<file path="src/logic/dic_pkg.sv">
// Operation
// - Eleven interrupt sources plus master reset are handled with little overhead.
// - Four dedicated external request pins; two more when second serial port reconfigured.
// - Internal requests come from timer, byte DMA, both serial ports, software, power-down.
// - Fixed priorities; each source maskable except power-down and reset.
// - General, shared one and shared zero requests are programmable level or edge.
// - Both dedicated level request pins are always level sensitive.
// - Dedicated edge request is always edge sensitive; software may force or clear it.
// - Reset vectors to 0000 at top priority; power-up with context bit too (here powerup_context_bit has no effect; only presetn loads 0000).
// - Power-down 002C, general 0004, level one 0008, level zero 000C, timer 0028 lowest.
// - Second port transmit and shared request one share vector 0020.
// - Second port receive and shared request zero share vector 0024.
// - Control register selects nested or strictly sequential servicing.
// - Pending requests ANDed with mask; highest unmasked request is serviced.
// - A mask write blocks all interrupts for one instruction cycle.
// - Control register holds nesting enable and three level-or-edge selections.
// - Write-only force/clear register sets or clears individual pending requests.
// - Status stack is twelve levels deep, pushed on accept, popped on return.
// - Global enable and disable gate all servicing, power-down included, ignoring mask.
// - After reset global servicing is enabled.
// - Reset empties stack, masks every source and clears the mode status register.
package dic_pkg;

  localparam int unsigned NSRC = 11;

  // Source indices, highest priority is index 10.
  localparam int unsigned S_PWD   = 10;
  localparam int unsigned S_GEN   = 9;
  localparam int unsigned S_LVL1  = 8;
  localparam int unsigned S_LVL0  = 7;
  localparam int unsigned S_SP0TX = 6;
  localparam int unsigned S_SP0RX = 5;
  localparam int unsigned S_EDGE  = 4;
  localparam int unsigned S_DMA   = 3;
  localparam int unsigned S_SP1TX = 2;
  localparam int unsigned S_SP1RX = 1;
  localparam int unsigned S_TMR   = 0;

  localparam logic [13:0] VEC_RESET = 14'h0000;
  localparam logic [13:0] VEC_PWD   = 14'h002C;
  localparam logic [13:0] VEC_GEN   = 14'h0004;
  localparam logic [13:0] VEC_LVL1  = 14'h0008;
  localparam logic [13:0] VEC_LVL0  = 14'h000C;
  localparam logic [13:0] VEC_SP0TX = 14'h0010;
  localparam logic [13:0] VEC_SP0RX = 14'h0014;
  localparam logic [13:0] VEC_EDGE  = 14'h0018;
  localparam logic [13:0] VEC_DMA   = 14'h001C;
  localparam logic [13:0] VEC_SP1TX = 14'h0020;
  localparam logic [13:0] VEC_SP1RX = 14'h0024;
  localparam logic [13:0] VEC_TMR   = 14'h0028;

  localparam int unsigned STACK_DEPTH = 12;

  // APB byte addresses.
  localparam logic [7:0] A_MASK   = 8'h00;
  localparam logic [7:0] A_CTRL   = 8'h04;
  localparam logic [7:0] A_FORCE  = 8'h08;
  localparam logic [7:0] A_PEND   = 8'h0C;
  localparam logic [7:0] A_GLOBAL = 8'h10;
  localparam logic [7:0] A_STAT   = 8'h14;
  localparam logic [7:0] A_MODE   = 8'h18;

  // Control register fields.
  localparam int unsigned C_EDGE_SH0 = 0;
  localparam int unsigned C_EDGE_SH1 = 1;
  localparam int unsigned C_EDGE_GEN = 2;
  localparam int unsigned C_NEST     = 4;

  // Force/clear register: force in bits 10:0, clear in bits 26:16.
  localparam int unsigned F_CLR_LSB = 16;

  localparam logic [10:0] MASK_RESET = 11'h000;
  localparam logic [4:0]  CTRL_RESET = 5'h00;
  localparam logic [15:0] MODE_RESET = 16'h0000;

endpackage : dic_pkg

</file>
<file path="src/logic/dic_ctrl.sv">
// The placing of the registers and register access over APB were chosen for this implementation.
module dic_ctrl #(
  parameter int unsigned STACK_DEPTH = dic_pkg::STACK_DEPTH
) (
  // APB
  input  wire logic        pclk,
  input  wire logic        presetn,
  input  wire logic        psel,
  input  wire logic        penable,
  input  wire logic        pwrite,
  input  wire logic [7:0]  paddr,
  input  wire logic [31:0] pwdata,
  output logic      [31:0] prdata,
  output logic             pready,
  output logic             pslverr,
  // Request pins, active low; shared_pins_irq is active high
  input  wire logic        ext_req_general_n,
  input  wire logic        ext_req_level_zero_n,
  input  wire logic        ext_req_level_one_n,
  input  wire logic        ext_req_edge_n,
  input  wire logic        shared_req_zero_n,
  input  wire logic        shared_req_one_n,
  input  wire logic        shared_pins_irq,
  // Internal sources, one-cycle pulses
  input  wire logic        timer_evt,
  input  wire logic        dma_evt,
  input  wire logic        sp0_tx_evt,
  input  wire logic        sp0_rx_evt,
  input  wire logic        sp1_tx_evt,
  input  wire logic        sp1_rx_evt,
  input  wire logic        powerdown_evt,
  input  wire logic        powerup_context_bit,
  // Sequencer side
  input  wire logic        int_ack,
  input  wire logic        int_return,
  input  wire logic [15:0] status_in,
  output logic             int_req,
  output logic      [13:0] int_vector,
  output logic      [15:0] status_out,
  output logic             stack_overflow
);

  // The stack pointer is four bits wide, so deeper stacks cannot be tracked.
  if (STACK_DEPTH < 2 || STACK_DEPTH > 15)
  begin : g_bad_depth
    $error("dic_ctrl: STACK_DEPTH out of range");
  end

  typedef struct packed {
    logic [10:0] mask;
    logic [4:0]  ctrl;
    logic [10:0] latch;
    logic        glb_en;
    logic        blk;
    logic [15:0] mode;
    logic [3:0]  sp;
    logic [10:0] active;
    logic [6:0]  s1;
    logic [6:0]  s2;
    logic [6:0]  s3;
    logic        boot;
    logic        req;
    logic [13:0] vec;
    logic [3:0]  idx;
    logic [31:0] rdata;
    logic        ready;
    logic        ovf;
    logic [15:0] pop;
  } dic_state_t;

  dic_state_t r, next_r;
  logic [15:0] stack [STACK_DEPTH];

  function automatic logic [13:0] vec_of(input logic [3:0] i);
    case (i)
      4'hA: vec_of = dic_pkg::VEC_PWD;
      4'h9: vec_of = dic_pkg::VEC_GEN;
      4'h8: vec_of = dic_pkg::VEC_LVL1;
      4'h7: vec_of = dic_pkg::VEC_LVL0;
      4'h6: vec_of = dic_pkg::VEC_SP0TX;
      4'h5: vec_of = dic_pkg::VEC_SP0RX;
      4'h4: vec_of = dic_pkg::VEC_EDGE;
      4'h3: vec_of = dic_pkg::VEC_DMA;
      4'h2: vec_of = dic_pkg::VEC_SP1TX;
      4'h1: vec_of = dic_pkg::VEC_SP1RX;
      default: vec_of = dic_pkg::VEC_TMR;
    endcase
  endfunction : vec_of

  //////////////////////////////////////////////////////////////////////////////

  logic [10:0] pend;
  logic [10:0] eff;
  logic [10:0] rise;
  logic [10:0] evts;
  logic [10:0] lvl;
  logic [10:0] edge_mode;
  logic [10:0] svc_bit;
  logic        wr;
  logic        rd;
  logic        sel_found;
  logic [3:0]  sel;
  logic [3:0]  top_act;
  logic        push;

  always_comb
  begin
    // Pin levels after synchronisation, active high.
    lvl = '0;
    lvl[dic_pkg::S_GEN]   = ~r.s2[0];
    lvl[dic_pkg::S_LVL0]  = ~r.s2[1];
    lvl[dic_pkg::S_LVL1]  = ~r.s2[2];
    lvl[dic_pkg::S_EDGE]  = ~r.s2[3];
    lvl[dic_pkg::S_SP1RX] = ~r.s2[4] & r.s2[6];
    lvl[dic_pkg::S_SP1TX] = ~r.s2[5] & r.s2[6];
    edge_mode = '0;
    edge_mode[dic_pkg::S_EDGE]  = 1'b1;
    edge_mode[dic_pkg::S_PWD]   = 1'b1;
    edge_mode[dic_pkg::S_GEN]   = r.ctrl[dic_pkg::C_EDGE_GEN];
    edge_mode[dic_pkg::S_SP1RX] = r.ctrl[dic_pkg::C_EDGE_SH0];
    edge_mode[dic_pkg::S_SP1TX] = r.ctrl[dic_pkg::C_EDGE_SH1];
    rise = '0;
    rise[dic_pkg::S_GEN]   = r.s3[0] & ~r.s2[0];
    rise[dic_pkg::S_EDGE]  = r.s3[3] & ~r.s2[3];
    rise[dic_pkg::S_SP1RX] = r.s3[4] & ~r.s2[4] & r.s2[6];
    rise[dic_pkg::S_SP1TX] = r.s3[5] & ~r.s2[5] & r.s2[6];
    // Internal events are always latched, whatever the pin sense bits say.
    evts = '0;
    evts[dic_pkg::S_TMR]   = timer_evt;
    evts[dic_pkg::S_DMA]   = dma_evt;
    evts[dic_pkg::S_SP0TX] = sp0_tx_evt;
    evts[dic_pkg::S_SP0RX] = sp0_rx_evt;
    evts[dic_pkg::S_SP1TX] = sp1_tx_evt;
    evts[dic_pkg::S_SP1RX] = sp1_rx_evt;
    evts[dic_pkg::S_PWD]   = powerdown_evt;
    wr = psel & penable & pwrite & r.ready;
    rd = psel & ~penable & ~pwrite;
    pend = r.latch | (lvl & ~edge_mode);
    eff = pend & (r.mask | (11'h001 << dic_pkg::S_PWD));
    sel_found = 1'b0;
    sel = '0;
    for (int i = 0; i < int'(dic_pkg::NSRC); i++)
    begin
      if (eff[i])
      begin
        sel_found = 1'b1;
        sel = 4'(i);
      end
    end
    top_act = '0;
    for (int i = 0; i < int'(dic_pkg::NSRC); i++)
    begin
      if (r.active[i])
        top_act = 4'(i);
    end
    next_r = r;
    next_r.s1 = {shared_pins_irq, shared_req_one_n, shared_req_zero_n, ext_req_edge_n,
                 ext_req_level_one_n, ext_req_level_zero_n, ext_req_general_n};
    next_r.s2 = r.s1;
    next_r.s3 = r.s2;
    next_r.blk = 1'b0;
    next_r.boot = 1'b0;
    next_r.ready = 1'b0;
    next_r.ovf = 1'b0;
    // Events win over a clear in the same cycle.
    svc_bit = '0;
    push = 1'b0;
    next_r.req = 1'b0;
    // A mask write also holds off the grant in its own cycle, so the old mask is never used.
    if (r.glb_en && !r.blk && sel_found && !r.req && !r.boot &&
        !(wr && paddr == dic_pkg::A_MASK) && !(r.boot && powerup_context_bit) &&
        (r.active == '0 || (r.ctrl[dic_pkg::C_NEST] && sel > top_act)))
    begin
      next_r.req = 1'b1;
      next_r.vec = vec_of(sel);
      next_r.idx = sel;
    end
    if (r.req && !int_ack)
    begin
      next_r.req = 1'b1;
    end
    if (r.req && int_ack)
    begin
      svc_bit[r.idx] = 1'b1;
      push = 1'b1;
      next_r.active[r.idx] = 1'b1;
      if (r.sp < 4'(STACK_DEPTH))
        next_r.sp = r.sp + 4'h1;
      else
        next_r.ovf = 1'b1;
    end
    if (int_return && r.active != '0)
    begin
      next_r.active[top_act] = 1'b0;
      if (r.sp != 4'h0)
      begin
        next_r.sp = r.sp - 4'h1;
        next_r.pop = stack[r.sp - 4'h1];
      end
    end
    next_r.latch = r.latch & ~svc_bit;
    if (wr && paddr == dic_pkg::A_FORCE)
      next_r.latch = (next_r.latch | pwdata[10:0]) &
                     ~pwdata[dic_pkg::F_CLR_LSB +: 11];
    next_r.latch = next_r.latch | (rise & edge_mode) | evts;
    if (wr)
    begin
      case (paddr)
        dic_pkg::A_MASK:
        begin
          next_r.mask = pwdata[10:0];
          next_r.blk = 1'b1;
        end
        dic_pkg::A_CTRL:   next_r.ctrl = pwdata[4:0];
        dic_pkg::A_GLOBAL: next_r.glb_en = pwdata[0];
        dic_pkg::A_MODE:   next_r.mode = pwdata[15:0];
        default: next_r.mode = r.mode;
      endcase
    end
    if (psel && !penable)
    begin
      next_r.ready = 1'b1;
      next_r.rdata = '0;
      if (rd)
      begin
        case (paddr)
          dic_pkg::A_MASK:   next_r.rdata = {21'h0, r.mask};
          dic_pkg::A_CTRL:   next_r.rdata = {27'h0, r.ctrl};
          dic_pkg::A_PEND:   next_r.rdata = {21'h0, pend};
          dic_pkg::A_GLOBAL: next_r.rdata = {31'h0, r.glb_en};
          dic_pkg::A_STAT:   next_r.rdata = {4'h0, r.idx, r.sp, 9'h000, r.active};
          dic_pkg::A_MODE:   next_r.rdata = {16'h0, r.mode};
          default:           next_r.rdata = '0;
        endcase
      end
    end
  end

  //////////////////////////////////////////////////////////////////////////////

  // Request pins are asynchronous, so they pass s1 and s2 before use.
  always_ff @(posedge pclk or negedge presetn)
  begin
    if (!presetn)
    begin
      r        <= '0;
      r.mask   <= dic_pkg::MASK_RESET;
      r.ctrl   <= dic_pkg::CTRL_RESET;
      r.mode   <= dic_pkg::MODE_RESET;
      r.glb_en <= 1'b1;
      r.s1     <= 7'h3F;
      r.s2     <= 7'h3F;
      r.s3     <= 7'h3F;
      r.boot   <= 1'b1;
      r.vec    <= dic_pkg::VEC_RESET;
    end
    else
    begin
      r <= next_r;
    end
  end

  always_ff @(posedge pclk)
  begin
    if (push && r.sp < 4'(STACK_DEPTH))
      stack[r.sp] <= status_in;
  end

  //////////////////////////////////////////////////////////////////////////////

  always_comb
  begin
    prdata         = r.rdata;
    pready         = r.ready;
    pslverr        = 1'b0;
    int_req        = r.req;
    int_vector     = r.vec;
    status_out     = r.pop;
    stack_overflow = r.ovf;
  end

  //////////////////////////////////////////////////////////////////////////////

  property p_mask_block;
    @(posedge pclk) disable iff (!presetn)
      (wr && paddr == dic_pkg::A_MASK) |=> !$rose(r.req);
  endproperty
  a_mask_block: assert property (p_mask_block) else $error("request after mask write");

  property p_global_off;
    @(posedge pclk) disable iff (!presetn)
      !r.glb_en && !r.req |=> !r.req;
  endproperty
  a_global_off: assert property (p_global_off) else $error("request while disabled");

  property p_masked;
    @(posedge pclk) disable iff (!presetn)
      $rose(r.req) |-> r.mask[r.idx] || r.idx == 4'(dic_pkg::S_PWD);
  endproperty
  a_masked: assert property (p_masked) else $error("masked source requested");

  property p_hold;
    @(posedge pclk) disable iff (!presetn)
      r.req && !int_ack |=> r.req && $stable(r.vec);
  endproperty
  a_hold: assert property (p_hold) else $error("request dropped");

  property p_vec;
    @(posedge pclk) disable iff (!presetn)
      r.req |-> r.vec == vec_of(r.idx);
  endproperty
  a_vec: assert property (p_vec) else $error("wrong vector");

  property p_push;
    @(posedge pclk) disable iff (!presetn)
      r.req && int_ack && !int_return && r.sp < 4'(STACK_DEPTH) |=> r.sp == $past(r.sp) + 4'h1;
  endproperty
  a_push: assert property (p_push) else $error("stack not pushed");

  property p_seq;
    @(posedge pclk) disable iff (!presetn)
      !r.ctrl[dic_pkg::C_NEST] && r.active != '0 && !int_return |=> !$rose(r.req);
  endproperty
  a_seq: assert property (p_seq) else $error("nested while sequential");

  property p_edge_latch;
    @(posedge pclk) disable iff (!presetn)
      dma_evt |=> r.latch[dic_pkg::S_DMA];
  endproperty
  a_edge_latch: assert property (p_edge_latch) else $error("edge event lost");

endmodule : dic_ctrl

</file>
<file path="config.mk">
export PLATFORM = sky130hd
export DESIGN_NAME = dic_ctrl
export DESIGN_NICKNAME = d
export VERILOG_FILES = /design/src/logic/dic_pkg.sv /design/src/logic/dic_ctrl.sv
export SDC_FILE = /design/constraint.sdc
export NUM_CORES = 1
export LEC_CHECK = 0
export BUFFER_PORTS_ARGS = -buffer_cell sky130_fd_sc_hd__buf_4
export CORE_UTILIZATION = 35
export DETAILED_ROUTE_END_ITERATION = 8
export PLACE_DENSITY_LB_ADDON = 0.1
export SLEW_MARGIN = 25
export SYNTH_ARGS = -nofsm -noshare
export SYNTH_HDL_FRONTEND = slang
export SYNTH_SLANG_ARGS = --single-unit
</file>
<file path="constraint.sdc">
create_clock -name pclk -period 2.75 [get_ports pclk]
set_input_delay 0.275 -clock pclk [delete_from_list [all_inputs] [get_ports pclk]]
set_output_delay 0.275 -clock pclk [all_outputs]
set_load 0.05 [all_outputs]
</file>
==> results of run 1 <==
## registers in the layout, summed over array words and instances, names as in the netlist
name,count
int_req,1
pready,1
status_out,16
prdata,24
r,66
edge_mode,3
stack,192
int_vector,4
stack_overflow,1
next_r,14
## metal layers
metal  routed length [um]  global-route usage, %
met1                16240                  25.35
met2                15450                  26.65
met3                 1534                  2.903
met4                  762                  5.299
met5                    0                      0
## through the flow
stage / std cells / setup TNS [ns]
final: 1616 / -1.875
after global routing: 1616 / -3.041
after CTS: 1617 / -2.124
after detailed placement: 1511 / -1.793
after global placement: 1511 / -1.492
after floorplan: 908 / -0.3519
## what timing repair did
action,in CTS,in global routing
gates resized for setup,8,0
buffers inserted,5,0
hold endpoints to repair,99,0
setup endpoints to repair,9,9
hold buffers,32,0
pin swaps,5,4
## placed cells by master (no fill, tap or decap), types with 8 or more instances in the layout
| cell type | synthesis | final |
|---|---|---|
| a22oi_1 | 19 | 19 |
| clkbuf_1 | 22 | 12 |
| nand2_1 | 72 | 72 |
| dfrtp_1 | 112 | 111 |
| a22o_1 | 20 | 20 |
| o21ai_0 | 50 | 49 |
| nor2_1 | 32 | 32 |
| clkbuf_16 | 0 | 38 |
| a21o_1 | 8 | 8 |
| mux4_2 | 48 | 48 |
| ha_1 | 11 | 8 |
| mux2_2 | 33 | 33 |
| a21oi_1 | 24 | 22 |
| conb_1 | 1 | 20 |
| edfxtp_1 | 192 | 192 |
| buf_4 | 68 | 191 |
| mux2i_1 | 20 | 20 |
| inv_1 | 16 | 15 |
| dfstp_2 | 18 | 18 |
| dlygate4sd3_1 | 0 | 32 |
## power by group
part	total (uW)	switching (uW)	leakage (uW)	internal [uW]
clock	4830	1960	0.000581	2870
sequential	5500	157	0.00338	5340
combinational	4490	2560	0.00267	1930
total	14800	4680	0.00664	10100
## worst paths after layout
kind	cells past startpoint	from	end
min in group asynchronous	2	presetn	status_out[12]$_DFFE_PN0P_
max reg2reg	14	next_r[75]$_DFF_PN1_	int_vector[4]$_DFFE_PN0P_
min	1	status_in[14]	stack[11][14]$_DFFE_PP_
min reg2reg	0	next_r[80]$_DFF_PN1_	next_r[73]$_DFF_PN1_
max	14	next_r[75]$_DFF_PN1_	int_vector[4]$_DFFE_PN0P_
max in group asynchronous	3	presetn	next_r[82]$_DFF_PN1_
## final cells by class
| cell class | instances | share of cell area, % |
|---|---|---|
| timing repair buffer | 229 | 11.05 |
| clock inverter | 18 | 1.072 |
| inverter | 17 | 0.3796 |
| clock buffer | 51 | 6.007 |
| multi-input combinational | 468 | 23.89 |
| tap | 511 | 3.803 |
| sequential | 322 | 53.81 |
## worst register-to-register path, delay by kind of cell, from the launching register on
family | cells | cell delay [ns]
buffers and inverters | 2 | 0.21
and+or+nand+nor | 3 | 0.20
adders and majority gates | 1 | 0.22
DFF | 1 | 0.54
muxes | 1 | 0.30
AOI/OAI and AO/OA | 7 | 1.41
## kinds of logic (layout without fill, tap and decap cells)
| kind of cell | Yosys count | after routing | synth area share [%] |
|---|---|---|---|
| flops | 322 | 322 | 66.45 |
| fa+ha+maj | 11 | 11 | 1.011 |
| xor+xnor | 4 | 4 | 0.2575 |
| simple gates | 164 | 164 | 5.830 |
| buf+inv | 118 | 315 | 5.223 |
| mux | 108 | 108 | 12.92 |
| other cells | 1 | 20 | 0.02756 |
| compound gates | 161 | 161 | 8.285 |
==> flow_summary.toml, run 1 <==
[cells_and_area]
drive_gt1_share_pct = 35.29
nFillCells = 3471
antenna_cells = 0
nNetsFinal = 1165
postLayoutCoreUtil_pct = 44.32
synthToLayoutAreaGrowth_pct = 23.54
fin_area_um2 = 16810
multi_input_area_um2 = 4015
final-seq-area_um2 = 9045

[routing]
wl_per_cell_um = 21.03
via_per_inst = 4.944
vias = 7990
drt_iter0_drc = 525
drc_errors = 0
detail-route-antenna-nets = 0
drtPass1Iterations = 4
wirelength_um = 33990

[timing]
hold_slack_ns = 0.01696
max_freq_mhz = 333.9
finClkSkew_ns = 0.02266
timing.final.crit_period_ns = 2.995
hold_viol = 0
slew_violations = 0
worst_slack_ns = -0.2448
rsz0062_at_grt = "yes"
slew_headroom_pct = 37.62
min_period_over_period_pct = 108.9
setup_viol = 9
worstMarginPinSlew_ns = 0.9357

[global_routing]
grt.overflow.total = 0
antenna_found_initial = 0
grt_pass1_vias = 8059
grtUsageTotal_pct = 17.43
grt_pass1_wl_um = 51140
grt_max_degree = 67

[synthesis]
netlist_instances = 889
synth_edf_count = 192
synth-async-reset-ratio_pct = 40.37
synthDistinctLibCells = 63
synthTopCellsByCount = "192 x edfxtp_1, 112 x dfrtp_1, 72 x nand2_1"
postSynthAreaPerCell_um2 = 15.31
synth_warnings = 0
synthTopCellsByArea = "edfxtp_1 42%, dfrtp_1 21%, mux4_2 7.9%"
ys_seq_area_share_pct = 66.45
ys_ff_latch = 322
syn-cell-area_um2 = 13610
synth_top_area_share_pct = 42.37
yosysTopAreaCell = "edfxtp_1"
ys.flop_type = "edfxtp_1"
yosysMostFrequentCell = "edfxtp_1"

[die]
fp.dieArea_um2 = 39670
start_util_pct = 35.87
core-area_um2 = 37930
ioPinCount = 144
rows = 71
die_x_um = 199.2
fp.dieH_um = 199.2

[clock_network]
htree_levels = 2
clk_latency_ns = 0.53
cts_buffers = 38
cts_num_sinks = 322
tritoncts = "yes"
clk_pin_slew_ns = 0.06
root_buffer = "clkbuf_16"
clock_path_buffers = 3

[power_and_ir_drop]
cellLeakagePower_uw = 0.006639
p_per_area_nw_per_um2 = 881.9
ir_drop_v = 0.0005548
power.total_uw = 14820

[setup_path]
required_ns = 3.16
arrival_ns = 3.41
critPathTopFamily = "compound AO/OA/AOI/OAI gates"
rrSetupSlack_ns = -0.24
critPathBufInv = 2
cp_slowest_cell = "dfstp_2"
criticalPathCategory = "reg2reg"
worstPathMaxFanout = 8
path_cells = "nor3b_2 > o21a_1 > a2bb2oi_2 > o211ai_1 > a31o_2 > inv_2 > ha_4 > nand4_1 > nand2_1 > a21oi_2 > o221ai_4 > a31oi_4 > buf_12 > mux2_4"
cp-end-kind = "flip-flop"
critical_path.max_stage_delay_ns = 0.54
crit_path_start_kind = "flip-flop"

[placed_design]
dp_hpwl_um = 22110
gp_congestion = 0.8186
place_ws_ns = -0.2505
place_area_um2 = 15230
port_buffers = 118

[outcome]
violations = "negative setup slack"
status = "finished with violations"

[flow_run]
drv_cap = 0

[worst_hold_path]
hold_class = "in2reg"
Note: power is estimated with default switching activity, not from simulation.
==> run 2, diff against run 1 <==
--- a/config.mk
+++ b/config.mk
@@ -9,7 +9,7 @@
 export CORE_UTILIZATION = 35
 export DETAILED_ROUTE_END_ITERATION = 8
 export PLACE_DENSITY_LB_ADDON = 0.1
-export SLEW_MARGIN = 25
+export SLEW_MARGIN = 5
 export SYNTH_ARGS = -nofsm -noshare
 export SYNTH_HDL_FRONTEND = slang
 export SYNTH_SLANG_ARGS = --single-unit
==> constraint.sdc (replaced) <==
create_clock -name pclk -period 2.75 [get_ports pclk]
set_input_delay 0.4125 -clock pclk [delete_from_list [all_inputs] [get_ports pclk]]
set_output_delay 0.4125 -clock pclk [all_outputs]
set_load 0.05 [all_outputs]
==> flow_summary.toml, run 2 (synthesis results as in run 1) <==
[timing]
setup_viol = 9
slew_violations = 0
worst_slack_ns = -0.2442
finClkSkew_ns = 0.02026
hold_viol = 0
min_period_over_period_pct = 108.9
rsz0062_at_grt = "yes"
slew_headroom_pct = 59.23
timing.final.crit_period_ns = 2.994
hold_slack_ns = 0.04105
max_freq_mhz = 334.0
tns_ns = -1.904
worstMarginPinSlew_ns = 0.6069

[cells_and_area]
final_cells = 1594
nNetsFinal = 1143
synthToLayoutAreaGrowth_pct = 21.43
antenna_cells = 0
final_cell_mix = "196 x buf_4, 192 x edfxtp_1, 111 x dfrtp_1"
largest_reg_flops = 192
drive_gt1_share_pct = 35.92
final_common_cell = "buf_4"
top_register = "stack"

[die]
ioPinCount = 144
fp.dieArea_um2 = 39670
start_util_pct = 35.87
core-area_um2 = 37930
rows = 71
fp.dieH_um = 199.2
die_x_um = 199.2

[clock_network]
cts_num_sinks = 322
clk_latency_ns = 0.55
clk_pin_slew_ns = 0.06
htree_levels = 2
root_buffer = "clkbuf_16"
cts_buffers = 37
tritoncts = "yes"
clock_path_buffers = 3

[power_and_ir_drop]
p_per_area_nw_per_um2 = 889.6
ir_drop_v = 0.0005068
cellLeakagePower_uw = 0.006541
power.total_uw = 14700

[routing]
detail-route-antenna-nets = 0
wl_per_cell_um = 21.12
drt_iter0_drc = 450
vias = 7883
drc_errors = 0
drtPass1Iterations = 5
wirelength_um = 33670
via_per_inst = 4.945

[setup_path]
criticalPathCategory = "reg2reg"
arrival_ns = 3.42
cp_slowest_cell = "dfstp_2"
cp-startpoint = "next_r[75]$_DFF_PN1_"
critical_path.max_stage_delay_ns = 0.54
path_cells = "nor3b_2 > o21a_1 > a21oi_1 > o211ai_1 > a31o_2 > ha_1 > nor2b_1 > o211ai_1 > a21oi_2 > o221ai_4 > a31oi_4 > buf_12 > mux2_4"
critical_path.most_common_cell = "o211ai_1"
cp-end-kind = "flip-flop"
worstPathMaxFanout = 6
crit_path_start_kind = "flip-flop"
required_ns = 3.17
worstReg2RegStart = "next_r[75]$_DFF_PN1_"

[placed_design]
place_ws_ns = -0.2560
dp_hpwl_um = 22330
place_inst = 1516
port_buffers = 118
gp_congestion = 0.8316

[outcome]
status = "finished with violations"
violations = "negative setup slack"

[global_routing]
grt_pass1_wl_um = 50660
antenna_found_initial = 0
grt_max_degree = 59
grt_pass1_vias = 7992
grt.overflow.total = 0
grtUsageTotal_pct = 17.47

[flow_run]
drv_cap = 0

[worst_hold_path]
hold_class = "in2reg"
hp-start = "pwdata[23]"
## run 2: cell count changes in the layout (fill, tap and decap cells not counted), sizes merged
cell,change
clkbuf,+6
bufinv,-2
inv,-2
dlygate4sd3,-24
clkinv,-3
buf,+3
## run 2: per-stage QoR
step                utilization (%)  cell area (um^2)
finish                        43.56             16520
global route                  43.56             16520
CTS                           43.55             16520
detailed placement            40.21             15250
global placement              40.21             15250
floorplan                         -             13710
## run 2: worst paths after layout
path,endpoint,slack [ns],depth (start not counted)
worst min register to register,next_r[70]$_DFF_PN1_,0.35,0
worst max register to register,int_vector[5]$_DFFE_PN0P_,-0.24,13
min in group asynchronous,prdata[14]$_DFFE_PN0P_,0.44,2
max in group asynchronous,r[70]$_DFF_PN1_,1.54,3
worst max-delay path,int_vector[5]$_DFFE_PN0P_,-0.24,13
worst min-delay path,r[131]$_DFF_PN0_,0.04,2
## run 2: worst max-delay path, delay by kind of cell, from the launching register on
family	cells	cell delay (ns)
AND/OR/NAND/NOR	2	0.18
flip-flops	1	0.54
multiplexers	1	0.30
buffers and inverters	1	0.15
AO/OA/AOI/OAI	8	1.42
adder cells (fa/ha/maj)	1	0.29
## run 2: layout make-up
type                       instances  area, um^2
fill                            3463       21410
clock inverter                    11       78.83
timing repair buffer             208        1623
sequential                       322        9045
multi-input combinational        468        3980
clock buffer                      57        1094
inverter                          17       63.81
tap                              511       639.4
## run 2: where the power goes
part	internal, uW	leakage [uW]	total [uW]	switching [uW]
clock	2830	0.000576	4740	1910
combinational	1890	0.00258	4450	2550
sequential	5350	0.00338	5510	164
total	10100	0.00654	14700	4630
## run 2: per-layer routing
metal  vias up  part of all wire (%)  track usage [%]  routed length [um]
met2       206                    45            26.67               15130
li1       3623                     -                -                   -
met1      3991                    48            24.87               16030
met3        63                   4.9            3.679                1655
met4         0                   2.5            5.413                 852
met5         -                     0                0                   0
## run 2: what timing repair did
item,4_1_cts,5_1_grt
hold endpoints to repair,56,0
pin swaps,2,0
hold buffers,8,0
buffers inserted,2,0
endpoints found under the setup margin,9,9
gates resized for setup,0,1
==> run 3, diff against run 2 <==
--- a/config.mk
+++ b/config.mk
@@ -5,10 +5,11 @@
 export SDC_FILE = /design/constraint.sdc
 export NUM_CORES = 1
 export LEC_CHECK = 0
-export BUFFER_PORTS_ARGS = -buffer_cell sky130_fd_sc_hd__buf_4
+export BUFFER_PORTS_ARGS = -buffer_cell sky130_fd_sc_hd__buf_2
 export CORE_UTILIZATION = 35
 export DETAILED_ROUTE_END_ITERATION = 8
 export PLACE_DENSITY_LB_ADDON = 0.1
+export SETUP_SLACK_MARGIN = 0.5
 export SLEW_MARGIN = 5
 export SYNTH_ARGS = -nofsm -noshare
 export SYNTH_HDL_FRONTEND = slang
==> flow_summary.toml, run 3 (synthesis results as in run 1) <==
[outcome]
status = "finished with violations"
violations = "negative setup slack"

[global_routing]
grt_pass1_vias = 8091
grt_max_degree = 71
grtUsageTotal_pct = 17.39
grt.overflow.total = 0
grt_pass1_wl_um = 50340
antenna_found_initial = 2

[timing]
slew_violations = 0
worst_slack_ns = -0.2379
setup_viol = 9
min_period_over_period_pct = 108.7
finClkSkew_ns = 0.01596
max_freq_mhz = 334.7
timing.final.crit_period_ns = 2.988
slew_headroom_pct = 52.94
hold_viol = 0
rsz0062_at_grt = "yes"
worstMarginPinSlew_ns = 0.7024

[cells_and_area]
nFillCells = 3502
final_cells = 1598
antenna_cells = 0
multi_input_area_um2 = 4085
largest_reg_flops = 192
final-seq-area_um2 = 9045
drive_gt1_share_pct = 38.36
fin_area_um2 = 16510
final_common_cell = "edfxtp_1"
top_register = "stack"
final_cell_mix = "192 x edfxtp_1, 117 x buf_2, 111 x dfrtp_1"
synthToLayoutAreaGrowth_pct = 21.34
nNetsFinal = 1147

[clock_network]
tritoncts = "yes"
cts_buffers = 37
root_buffer = "clkbuf_16"
clk_pin_slew_ns = 0.06
clk_latency_ns = 0.55
htree_levels = 2
cts_num_sinks = 322
clock_path_buffers = 3

[die]
die_x_um = 199.2
ioPinCount = 144
fp.dieArea_um2 = 39670
start_util_pct = 35.87
fp.dieH_um = 199.2
rows = 71
core-area_um2 = 37930

[power_and_ir_drop]
p_per_area_nw_per_um2 = 903.0
ir_drop_v = 0.0005222
cellLeakagePower_uw = 0.006530

[placed_design]
dp_hpwl_um = 22440
port_buffers = 118
place_inst = 1515
gp_congestion = 0.8462
place_area_um2 = 15060

[routing]
drt_iter0_drc = 380
vias = 7897
drtPass1Iterations = 5
detail-route-antenna-nets = 0
wirelength_um = 33770
wl_per_cell_um = 21.13
via_per_inst = 4.942
drc_errors = 0

[flow_run]
drv_cap = 0

[setup_path]
criticalPathCategory = "reg2reg"
crit_path_start_kind = "flip-flop"
cp-end-kind = "flip-flop"
arrival_ns = 3.42
required_ns = 3.18
worstPathMaxFanout = 7

[worst_hold_path]
hold_class = "in2reg"
## run 3: cell types whose count changed in the layout (fill, tap and decap cells not counted), moves of 3 or more
cell and delta:
buf_2 +117, buf_6 +4, nor2_2 +9, clkbuf_1 -6, nor2_1 -9, ha_4 +3
buf_12 +6, buf_4 -124, clkinvlp_4 +4
## run 3: through the flow
step                worst slack, ns  utilization (%)  hold slack [ns]  TNS [ns]  total power (uW)
floorplan                  -0.05027                -           0.1169   -0.3519              8753
global placement            -0.3025            39.71           0.3347    -2.189              9941
detailed placement          -0.3184            39.71           0.3388    -2.341              9954
CTS                         -0.2537            43.35          0.02162    -2.095             15000
global route                -0.3917            43.53          0.03157    -3.306             15680
finish                      -0.2379            43.53          0.04854    -1.972             14910
## run 3: repair_timing
item                                    CTS  global route
hold endpoints to repair                 68             0
cloned                                    0             1
endpoints found under the setup margin   23            29
hold buffers                              8             0
gates resized for setup                  12             6
setup buffers                             3             3
pin swaps                                 9             2
## run 3: cell type report
class / count / share of cell area [%]
timing repair buffer: 212 / 8.889
sequential: 322 / 54.78
multi-input combinational: 468 / 24.74
inverter: 17 / 0.3865
clock buffer: 50 / 6.267
tap: 511 / 3.872
clock inverter: 18 / 1.061
## run 3: per-layer routing
| metal | GRT usage, % | part of all wire [%] | routed length (um) | up-vias |
|---|---|---|---|---|
| li1 | - | - | - | 3659 |
| met1 | 22.87 | 45 | 15230 | 3996 |
| met3 | 3.662 | 4.2 | 1404 | 56 |
| met2 | 28.96 | 49 | 16450 | 182 |
| met5 | 0 | 0.056 | 19 | - |
| met4 | 4.872 | 2.0 | 663 | 4 |
## run 3: critical path: stages, from the launching register on
cell and delay (ns):
dfstp_2 0.54, nor3b_2 0.05, o21a_1 0.22, a21oi_2 0.16, o211ai_1 0.15, a31o_2 0.26
ha_4 0.27, nor2b_4 0.12, o211ai_1 0.09, a21oi_2 0.18, o221ai_4 0.15, a31oi_4 0.22
buf_12 0.16, mux2_4 0.30
## run 3: path summary, 6_finish.rpt
kind / start / to / slack, ns / depth (start not counted)
setup / recovery: next_r[75]$_DFF_PN1_ / int_vector[3]$_DFFE_PN0P_ / -0.24 / 13
hold / removal: pwdata[23] / r[131]$_DFF_PN0_ / 0.05 / 2
setup reg to reg: next_r[75]$_DFF_PN1_ / int_vector[3]$_DFFE_PN0P_ / -0.24 / 13
hold reg to reg: next_r[80]$_DFF_PN1_ / next_r[73]$_DFF_PN1_ / 0.35 / 0
max in group asynchronous: presetn / next_r[80]$_DFF_PN1_ / 1.53 / 3
min in group asynchronous: presetn / prdata[14]$_DFFE_PN0P_ / 0.47 / 2
## run 3: report_power, final
part | internal (uW) | total (uW) | switching [uW] | leakage, uW
clock | 2850 | 4880 | 2020 | 0.000581
sequential | 5340 | 5470 | 128 | 0.00338
combinational | 1940 | 4560 | 2620 | 0.00257
